$ cat config.mk
export PLATFORM = sky130hd
export DESIGN_NAME = dma_channel_status_irq
export DESIGN_NICKNAME = d
export VERILOG_FILES = /design/src/hdl/dma_chan_pkg.sv /design/src/hdl/dma_channel_status_irq.sv
export SDC_FILE = /design/constraint.sdc
export NUM_CORES = 1
export LEC_CHECK = 0
export ABC_AREA = 1
export BUFFER_PORTS_ARGS = -buffer_cell sky130_fd_sc_hd__buf_2
export CAP_MARGIN = 5
export CORE_ASPECT_RATIO = 2
export CORE_MARGIN = 4
export CORE_UTILIZATION = 30
export CTS_CLUSTER_SIZE = 24
export DETAILED_ROUTE_END_ITERATION = 12
export GPL_TIMING_DRIVEN = 1
export PLACE_DENSITY = 0.62
export SLEW_MARGIN = 20
export SYNTH_ARGS = -nofsm -noshare
export SYNTH_HDL_FRONTEND = slang
export SYNTH_SLANG_ARGS = --single-unit
$ cat constraint.sdc
create_clock -name pclk -period 1.6 [get_ports pclk]
set_input_delay 0.32 -clock pclk [delete_from_list [all_inputs] [get_ports pclk]]
set_output_delay 0.32 -clock pclk [all_outputs]
set_load 0.01 [all_outputs]
$ cat src/hdl/dma_chan_pkg.sv
// constants, encodings and carrier types for the dma channel status slice
// assumes a single pclk domain and an apb register port with 32-bit data
package dma_chan_pkg;

  // ---------------------------------------------------------------
  // sizes
  // ---------------------------------------------------------------
  localparam int CHAN_COUNT = 8; // plain default channel count
  localparam int CHAN_SEL_W = 3;
  localparam int ADDR_W = 12;
  localparam int IDX_W = 10;

  // ---------------------------------------------------------------
  // register indices, byte address is four times the index
  // ---------------------------------------------------------------
  localparam logic [IDX_W-1:0] IDX_CHAN_SELECT = 10'h03F;
  localparam logic [IDX_W-1:0] IDX_CTRL_B = 10'h040;
  localparam logic [IDX_W-1:0] IDX_ENABLE_CLEAR = 10'h04C;
  localparam logic [IDX_W-1:0] IDX_ENABLE_SET = 10'h04D;
  localparam logic [IDX_W-1:0] IDX_IRQ_FLAGS = 10'h04E;
  localparam logic [IDX_W-1:0] IDX_CHAN_STATE = 10'h04F;
  localparam logic [IDX_W-1:0] IDX_IRQ_STATUS = 10'h050;
  localparam logic [IDX_W-1:0] IDX_IRQ_MASK = 10'h051;

  // ---------------------------------------------------------------
  // field positions
  // ---------------------------------------------------------------
  // enable and flag layout
  localparam int BIT_HALT = 2;
  localparam int BIT_DONE = 1;
  localparam int BIT_ERR = 0;
  // state layout
  localparam int BIT_FETCH_ERR = 2;
  localparam int BIT_BUSY = 1;
  localparam int BIT_WAIT = 0;
  // channel_control_b layout
  localparam int CTRL_ACT_LSB = 0;
  localparam int CTRL_EVENT_IN_ENABLE = 3;
  localparam int CTRL_ENABLE = 4;
  localparam int CTRL_CMD_HALT = 5;
  localparam int CTRL_CMD_RESUME = 6;
  // block_end_action layout
  localparam int BLKACT_IRQ_BIT = 0;
  localparam int BLKACT_HALT_BIT = 1;

  // ---------------------------------------------------------------
  // reset values
  // ---------------------------------------------------------------
  localparam logic [2:0] ENABLE_RST = 3'h0;
  localparam logic [2:0] FLAGS_RST = 3'h0;
  localparam logic [2:0] STATE_RST = 3'h0;
  localparam logic [2:0] ACTION_RST = 3'h0;
  localparam logic [CHAN_SEL_W-1:0] SELECT_RST = 3'h0;
  localparam logic [CHAN_COUNT-1:0] IRQ_RST = 8'h00;

  // event input action encodings
  typedef enum logic [2:0] {
    no_action_code = 3'h0,
    normal_event_start = 3'h1,
    conditional_beat_event = 3'h2,
    conditional_block_event = 3'h3,
    halt_action = 3'h4,
    resume_action = 3'h5,
    skip_next_suspend = 3'h6,
    reserved_action = 3'h7
  } event_in_action_t;

  // per-channel happenings reported by the transfer engine
  typedef struct packed {
    logic event_in;              // incoming channel event strobe
    logic request;               // transfer request received
    logic normal_event_start_start;            // trigger action started
    logic normal_event_start_done;             // trigger action completed
    logic xfer_start;            // channel starts a transfer
    logic block_done;            // block transfer finished
    logic [1:0] block_end_action; // action of the finished block
    logic bus_error;             // bus error on a beat
    logic desc_invalid;          // invalid descriptor fetched
  } engine_evt_t;

  // per-channel orders back to the transfer engine
  typedef struct packed {
    logic normal_start;
    logic cond_beat;
    logic cond_block;
    logic halt;
    logic resume;
    logic skip_suspend;
  } chan_action_t;

endpackage

$ cat src/hdl/dma_channel_status_irq.sv
// per-channel control, interrupt enable, flag and state slice of a dma controller
// assumes engine strobes are one-cycle pulses synchronous to pclk, apb on the same clock
//
// Summary of operation
// event codes 0-3: none, start, beat, block
// codes 4-6 halt, resume, skip; 7 reserved
// event actions run only with input enabled
// enable clear register: ones clear enables
// enable set register: ones set enables
// both registers share and read one enable set
// channel register accesses reach only the selected channel
// halt flag on block with halt action, command, halt event, bad descriptor
// flags clear by writing one
// done flag on block with interrupt action
// no done flag when block action none
// error flag on bus error or bad descriptor
// fetch error set by bad descriptor, resume command clears
// busy set on start, cleared on done/error/disable
// waiting set on request, cleared start/error/disable
// channel request when flag and enable both set
//
// The APB interface to the registers is this design's own decision.
`timescale 1ns/100ps

module dma_channel_status_irq
  import dma_chan_pkg::*;
(
  input wire logic pclk, // controller clock
  input wire logic presetn, // async reset, active low
  input wire logic psel, // apb select
  input wire logic penable, // apb access phase
  input wire logic pwrite, // apb direction
  input wire logic [dma_chan_pkg::ADDR_W-1:0] paddr, // apb byte address
  input wire logic [31:0] pwdata, // apb write data
  output logic [31:0] prdata, // apb read data
  output logic pready, // apb ready
  output logic pslverr, // apb error on unmapped address
  input dma_chan_pkg::engine_evt_t engine_evt [dma_chan_pkg::CHAN_COUNT], // engine strobes
  output dma_chan_pkg::chan_action_t chan_action [dma_chan_pkg::CHAN_COUNT], // action pulses
  output logic [dma_chan_pkg::CHAN_COUNT-1:0] chan_enable, // channel enable levels
  output logic [dma_chan_pkg::CHAN_COUNT-1:0] chan_irq_req, // per-channel requests
  output logic irq // combined interrupt level
);
  import dma_chan_pkg::*;

  // ---------------------------------------------------------------
  // bus decode
  // ---------------------------------------------------------------
  logic [IDX_W-1:0] idx;
  logic setup_phase;
  logic wr_access;
  logic rd_access;
  logic mapped;
  logic [31:0] rd_word;
  logic [31:0] prdata_reg;
  logic pslverr_reg;
  logic [CHAN_SEL_W-1:0] select_reg;
  logic [CHAN_COUNT-1:0] irq_status_reg;
  logic [CHAN_COUNT-1:0] irq_status_next;
  logic [CHAN_COUNT-1:0] irq_mask_reg;
  logic [CHAN_COUNT-1:0] irq_snap_reg;
  logic [CHAN_COUNT-1:0] chan_irq_d_reg;
  logic [2:0] enable_vec [CHAN_COUNT];
  logic [2:0] flags_vec [CHAN_COUNT];
  logic [2:0] state_vec [CHAN_COUNT];
  logic [4:0] ctrl_vec [CHAN_COUNT];

  // access phases; writes land at the access edge only
  assign idx = paddr[ADDR_W-1:2];
  assign setup_phase = psel & ~penable;
  assign wr_access = psel & penable & pwrite & mapped;
  assign rd_access = psel & penable & ~pwrite;

  // zero wait state slave
  assign pready = 1'b1;
  assign prdata = prdata_reg;
  assign pslverr = pslverr_reg;

  // address map and read mux, channel registers of the selected channel only
  always_comb begin
    mapped = 1'b1;
    rd_word = 32'h0000_0000;
    case (idx)
      IDX_CHAN_SELECT: rd_word[CHAN_SEL_W-1:0] = select_reg;
      IDX_CTRL_B: rd_word[4:0] = ctrl_vec[select_reg];
      IDX_ENABLE_CLEAR: rd_word[2:0] = enable_vec[select_reg];
      IDX_ENABLE_SET: rd_word[2:0] = enable_vec[select_reg];
      IDX_IRQ_FLAGS: rd_word[2:0] = flags_vec[select_reg];
      IDX_CHAN_STATE: rd_word[2:0] = state_vec[select_reg];
      IDX_IRQ_STATUS: rd_word[CHAN_COUNT-1:0] = irq_status_reg;
      IDX_IRQ_MASK: rd_word[CHAN_COUNT-1:0] = irq_mask_reg;
      default: mapped = 1'b0;
    endcase
  end

  // read data and error are captured in setup so they come from flops in access
  always_ff @(posedge pclk or negedge presetn) begin
    if (!presetn) begin
      prdata_reg <= 32'h0000_0000;
      pslverr_reg <= 1'b0;
    end else if (setup_phase) begin
      prdata_reg <= pwrite ? 32'h0000_0000 : rd_word;
      pslverr_reg <= ~mapped;
    end
  end

  // channel select pointer
  always_ff @(posedge pclk or negedge presetn) begin
    if (!presetn) begin
      select_reg <= SELECT_RST;
    end else if (wr_access && idx == IDX_CHAN_SELECT) begin
      select_reg <= pwdata[CHAN_SEL_W-1:0];
    end
  end

  // ---------------------------------------------------------------
  // per-channel logic
  // ---------------------------------------------------------------
  genvar c;
  generate
    for (c = 0; c < CHAN_COUNT; c++) begin : g_chan
      logic hit;
      logic wr_ctrl;
      logic sw_halt;
      logic sw_resume;
      logic fire;
      logic [2:0] action_code;
      logic [2:0] enable_reg;
      logic [2:0] flags_reg;
      logic [2:0] flag_set;
      logic [2:0] flag_clr;
      logic [2:0] action_reg;
      logic event_in_enable_reg;
      logic chan_en_reg;
      logic fetch_err_reg;
      logic busy_reg;
      logic wait_reg;
      chan_action_t act_reg;

      assign hit = (select_reg == CHAN_SEL_W'(c));
      assign wr_ctrl = wr_access & hit & (idx == IDX_CTRL_B);
      assign sw_halt = wr_ctrl & pwdata[CTRL_CMD_HALT];
      assign sw_resume = wr_ctrl & pwdata[CTRL_CMD_RESUME];
      assign fire = engine_evt[c].event_in & event_in_enable_reg;
      assign action_code = action_reg;

      // control bits; command bits are pulses and are not stored
      always_ff @(posedge pclk or negedge presetn) begin
        if (!presetn) begin
          action_reg <= ACTION_RST;
          event_in_enable_reg <= 1'b0;
          chan_en_reg <= 1'b0;
        end else if (wr_ctrl) begin
          action_reg <= pwdata[CTRL_ACT_LSB +: 3];
          event_in_enable_reg <= pwdata[CTRL_EVENT_IN_ENABLE];
          chan_en_reg <= pwdata[CTRL_ENABLE];
        end
      end

      // decoded event actions, one-cycle pulses; 0x0 and 0x7 do nothing
      always_ff @(posedge pclk or negedge presetn) begin
        if (!presetn) begin
          act_reg <= '0;
        end else begin
          act_reg.normal_start <= fire && action_code == normal_event_start;
          act_reg.cond_beat <= fire && action_code == conditional_beat_event;
          act_reg.cond_block <= fire && action_code == conditional_block_event;
          act_reg.halt <= (fire && action_code == halt_action) || sw_halt;
          act_reg.resume <= (fire && action_code == resume_action) || sw_resume;
          act_reg.skip_suspend <= fire && action_code == skip_next_suspend;
        end
      end

      // shared enable bits behind the clear and set registers
      always_ff @(posedge pclk or negedge presetn) begin
        if (!presetn) begin
          enable_reg <= ENABLE_RST;
        end else if (wr_access && hit && idx == IDX_ENABLE_CLEAR) begin
          enable_reg <= enable_reg & ~pwdata[2:0];
        end else if (wr_access && hit && idx == IDX_ENABLE_SET) begin
          enable_reg <= enable_reg | pwdata[2:0];
        end
      end

      // flag sources; a set in the clearing cycle wins
      always_comb begin
        flag_set = 3'h0;
        flag_set[BIT_HALT] = (engine_evt[c].block_done &
                              engine_evt[c].block_end_action[BLKACT_HALT_BIT]) |
                             sw_halt | (fire && action_code == halt_action) |
                             engine_evt[c].desc_invalid;
        flag_set[BIT_DONE] = engine_evt[c].block_done &
                             engine_evt[c].block_end_action[BLKACT_IRQ_BIT];
        flag_set[BIT_ERR] = engine_evt[c].bus_error | engine_evt[c].desc_invalid;
        flag_clr = (wr_access && hit && idx == IDX_IRQ_FLAGS) ? pwdata[2:0] : 3'h0;
      end

      always_ff @(posedge pclk or negedge presetn) begin
        if (!presetn) begin
          flags_reg <= FLAGS_RST;
        end else begin
          flags_reg <= (flags_reg & ~flag_clr) | flag_set;
        end
      end

      // fetch error: only a software resume clears it
      always_ff @(posedge pclk or negedge presetn) begin
        if (!presetn) begin
          fetch_err_reg <= 1'b0;
        end else if (engine_evt[c].desc_invalid) begin
          fetch_err_reg <= 1'b1;
        end else if (sw_resume) begin
          fetch_err_reg <= 1'b0;
        end
      end

      // busy; disabling the channel overrides a start in the same cycle
      always_ff @(posedge pclk or negedge presetn) begin
        if (!presetn) begin
          busy_reg <= 1'b0;
        end else if (!chan_en_reg) begin
          busy_reg <= 1'b0;
        end else if (engine_evt[c].xfer_start) begin
          busy_reg <= 1'b1;
        end else if (engine_evt[c].normal_event_start_done || engine_evt[c].bus_error) begin
          busy_reg <= 1'b0;
        end
      end

      // waiting; a fresh request beats a start of the previous one
      always_ff @(posedge pclk or negedge presetn) begin
        if (!presetn) begin
          wait_reg <= 1'b0;
        end else if (!chan_en_reg) begin
          wait_reg <= 1'b0;
        end else if (engine_evt[c].request) begin
          wait_reg <= 1'b1;
        end else if (engine_evt[c].normal_event_start_start || engine_evt[c].bus_error) begin
          wait_reg <= 1'b0;
        end
      end

      // publish to the read mux and the ports
      assign enable_vec[c] = enable_reg;
      assign flags_vec[c] = flags_reg;
      assign state_vec[c] = {fetch_err_reg, busy_reg, wait_reg};
      assign ctrl_vec[c] = {chan_en_reg, event_in_enable_reg, action_reg};
      assign chan_action[c] = act_reg;
      assign chan_enable[c] = chan_en_reg;
      assign chan_irq_req[c] = |(flags_reg & enable_reg);
    end
  endgenerate

  // ---------------------------------------------------------------
  // interrupt collection
  // ---------------------------------------------------------------
  // snapshot the bits a status read returns so only those are cleared
  always_ff @(posedge pclk or negedge presetn) begin
    if (!presetn) begin
      irq_snap_reg <= IRQ_RST;
    end else if (setup_phase) begin
      irq_snap_reg <= (!pwrite && idx == IDX_IRQ_STATUS) ? irq_status_reg : IRQ_RST;
    end
  end

  // sticky status: rising channel request sets, read clears, set wins
  always_comb begin
    irq_status_next = irq_status_reg;
    if (rd_access && idx == IDX_IRQ_STATUS) begin
      irq_status_next = irq_status_reg & ~irq_snap_reg;
    end
    irq_status_next = irq_status_next | (chan_irq_req & ~chan_irq_d_reg);
  end

  always_ff @(posedge pclk or negedge presetn) begin
    if (!presetn) begin
      irq_status_reg <= IRQ_RST;
      chan_irq_d_reg <= IRQ_RST;
    end else begin
      irq_status_reg <= irq_status_next;
      chan_irq_d_reg <= chan_irq_req;
    end
  end

  // mask register
  always_ff @(posedge pclk or negedge presetn) begin
    if (!presetn) begin
      irq_mask_reg <= IRQ_RST;
    end else if (wr_access && idx == IDX_IRQ_MASK) begin
      irq_mask_reg <= pwdata[CHAN_COUNT-1:0];
    end
  end

  assign irq = |(irq_status_reg & irq_mask_reg);

endmodule

==> metrics.md <==
| Metric | Value |
|---|---|
| Vias post-DR | 10426 |
| Drt wl/cell | 19.7 um |
| 1st-iter DRT viols | 774 |
| DR pass1 iterations | 5 |
| Cell Rows | 94 |
| Clk sinks | 204 |
| CP endpoint kind | primary output |
| H-Tree Depth | 1 |
| Pre-CTS setup slack | -426 ps |
| Clock latency on the worst-skew pair | 530 ps |
| Period utilisation layout | 121% |
| Clock root buffer | clkbuf_16 |
| Clock Path Buffers | 3 |
| Worst stage delay on the critical path | 410 ps |
| Detail Route Antenna Nets | 0 |
| Starting Density | 30.3% |
| Crit path kind | reg2out |
| Reg area | 5110 um2 |
| Skew final | 14.1 ps |
| Critical Path, Cell by Cell | a22o_1 > a221oi_2 > nand2_1 > buf_2 |
| Share of layout cells above drive strength 1 | 41.6% |
| Syn_area_per_cell | 7.99 um2 |
| Number of global-route vias before repair | 10443 |
| Worst EP arrival | 1610 ps |
| Max Freq | 518 MHz |
| Antenna violations before repair | 5 |
| Switch share | 23.9% |
| Height of the die | 266 um |
| Pint | 8.44 mW |
| # IOs | 228 |
| TritonCTS Buffers | 21 |
| DP Wirelength | 30.4 mm |
| Combinational Power Share | 5.8% |
| Clk pwr share | 47.7% |
| Gpl congestion | 0.982 |
| Die Footprint | 36500 um2 |
| Max Slew Vio Count | 0 |
| Pin count of the biggest net entering global routing | 45 |
| Core footprint | 32900 um2 |
| Area of the multi-input gates | 5000 um2 |
| Routed WL | 41.2 mm |
| Main flop type after synthesis | dfrtp_1 |
| Worst vdd ir | 705 uV |
| Number of synthesized flops with an enable pin | 0 |
| Flops & latches, synth | 204 |
| Min Tclk post-route | 1930 ps |
| Slowest CP cell | dfrtp_1 |
| Yosys top cell area share | 51.1% |
| RSZ-0062 raised after global routing | yes |
| Worst-Margin Slew | 681 ps |
| CP max FO | 3 |
| FFs w/ async S/R, synth | 100% |
| Clock transition at path regs | 70 ps |
| Port bufs | 176 |
| Count leader, synth | nand2_1 |
| Final setup fails | 121 |
| Yosys cell types | 35 |
| Setup WS post-layout | -329 ps |
| TNS Setup | -13770 ps |
| Warnings, synthesis | 0 |
| Hold/Removal Path Class | in2reg |
| Yosys top cell by area | dfrtp_1 |
| Leak | 7.69 nW |
| Largest cells by area after synthesis | dfrtp_1 51%, nand2_1 13%, inv_1 6.4% |
| First-pass GRT wire length | 59.5 mm |
| Status | complete, but fails checks |
| Chip width | 137 um |
| Critical Path Source Type | flop |
| Gr usage total | 21.7% |
| PD cells | 725 nW/um2 |
| Cell area after synthesis | 9990 um2 |
| Worst path required time | 1280 ps |
| Post-synthesis sequential area ratio | 51.1% |
| Layout fillers | 3149 |
| Failing checks | negative setup slack |
| Share of power burned in registers | 46.5% |
| Final nets | 1766 |
| Area grow syn2layout | 53.0% |
| CTS tree | done |
| Synth top cells by count | 340 x nand2_1, 204 x dfrtp_1, 171 x inv_1 |
| GRT overflow | 0 |
| Slew margin rel. | 54.2% |
| Final hold vios | 0 |
| Mean number of vias per cell | 5.00 |
| Max Cap Violations | 0 |
| Switching power | 2.65 mW |
| Post-Syn Instances | 1251 |
| Drt drc | 0 |
-- kinds of logic after synthesis --
| kind of cell | count (synthesis) | synth area share [%] |
|---|---|---|
| AOI/OAI and AO/OA | 167 | 10.0 |
| other | 2 | 0.0752 |
| DFF | 204 | 51.1 |
| buffers and inverters | 249 | 10.9 |
| and+or+nand+nor | 629 | 28.0 |
-- layout make-up --
type | count | share of cell area, %
flip-flops and latches | 204 | 33.4
multi-input cells | 821 | 32.7
repair buffers | 414 | 21.3
inverters | 175 | 4.38
well taps | 432 | 3.53
clock buffers | 23 | 3.49
clock inverters | 12 | 1.17
diodes | 4 | 0.0655
-- power groups by stage --
stage,clock network [mW],logic [mW],registers (mW)
CTS,5.37,0.623,5.16
detailed placement,0,0.600,5.26
global route,5.58,0.693,5.16
floorplan,0,0.195,5.26
global placement,0,0.598,5.26
finish,5.29,0.642,5.16
-- path summary, 6_finish.rpt --
path                                                   from                               end  slack [ps]  cells past startpoint
min in group asynchronous                           presetn                         async pin         290                      2
worst max-delay path            irq_mask_reg[3]$_DFFE_PN0P_                               irq        -330                      4
max in group asynchronous                           presetn             prdata[6]$_DFFE_PN0P_         690                      3
worst min register to register  chan_irq_d_reg[2]$_DFF_PN0_       irq_status_reg[2]$_DFF_PN0_         470                      3
worst max register to register    select_reg[0]$_DFFE_PN0P_             prdata[2]$_DFFE_PN0P_        -310                     13
worst min-delay path                          engine_evt[4]  g_chan[7].flags_reg[1]$_DFF_PN0_          20                      3
-- critical path: cells and delay by family (launching register included) --
| kind | cells | cell delay [ps] |
|---|---|---|
| AO/OA/AOI/OAI | 2 | 390 |
| buffers and inverters | 1 | 160 |
| flip-flops | 1 | 410 |
| AND/OR/NAND/NOR | 1 | 120 |
-- stage by stage --
stage               area, um2  instances  hold slack [ps]  utilization, %  total power [mW]
floorplan               10100       1274             24.4               -              5.46
finish                  15300       2085             15.3            46.4              11.1
global placement        12500       1975              279            38.0              5.86
detailed placement      12500       1975              282            38.0              5.86
global route            15300       2081             10.7            46.4              11.4
CTS                     14400       2060             1.56            43.8              11.2
-- repair_timing --
action | CTS | global route
gates resized for setup | 218 | 182
pin swaps | 62 | 79
buffers inserted | 42 | 20
hold endpoints to repair | 36 | 0
cloned | 3 | 6
setup endpoints to repair | 121 | 120
hold buffers | 7 | 0
-- layout by cell type (no fill, tap or decap), types with 5 or more instances in the layout --
cell / netlist / routed
nor3b_1: 6 / 6
dlygate4sd3_1: 0 / 7
inv_2: 1 / 32
o21bai_1: 12 / 12
nor2_4: 3 / 40
inv_1: 171 / 139
o21a_1: 16 / 16
a21oi_1: 20 / 18
nand4_1: 53 / 53
buf_12: 0 / 17
o22ai_1: 25 / 10
nand3_1: 66 / 39
buf_6: 0 / 63
o21ai_0: 41 / 19
o21ai_1: 35 / 37
o21ai_2: 0 / 20
o22ai_4: 0 / 5
nand2_1: 340 / 281
nor3_1: 32 / 32
nand2_8: 0 / 5
nand2_4: 0 / 9
clkbuf_16: 0 / 24
nor4_1: 16 / 16
o22ai_2: 0 / 10
nand2_2: 1 / 46
nor2_1: 92 / 44
dfrtp_1: 204 / 201
nor2_2: 11 / 22
buf_2: 18 / 167
conb_1: 2 / 25
buf_4: 34 / 153
nand3_2: 0 / 26
-- layer usage --
| metal | part of all wire [%] | vias to the layer above | track usage [%] | routed length (um) |
|---|---|---|---|---|
| met4 | 8.6 | 2 | 16.1 | 3560 |
| met3 | 5.4 | 170 | 3.02 | 2230 |
| li1 | - | 4811 | - | - |
| met1 | 33 | 4990 | 21.8 | 13700 |
| met5 | 0.032 | - | 0 | 13 |
| met2 | 53 | 453 | 39.5 | 21700 |
No activity file was read; power rests on OpenSTA's default activity.
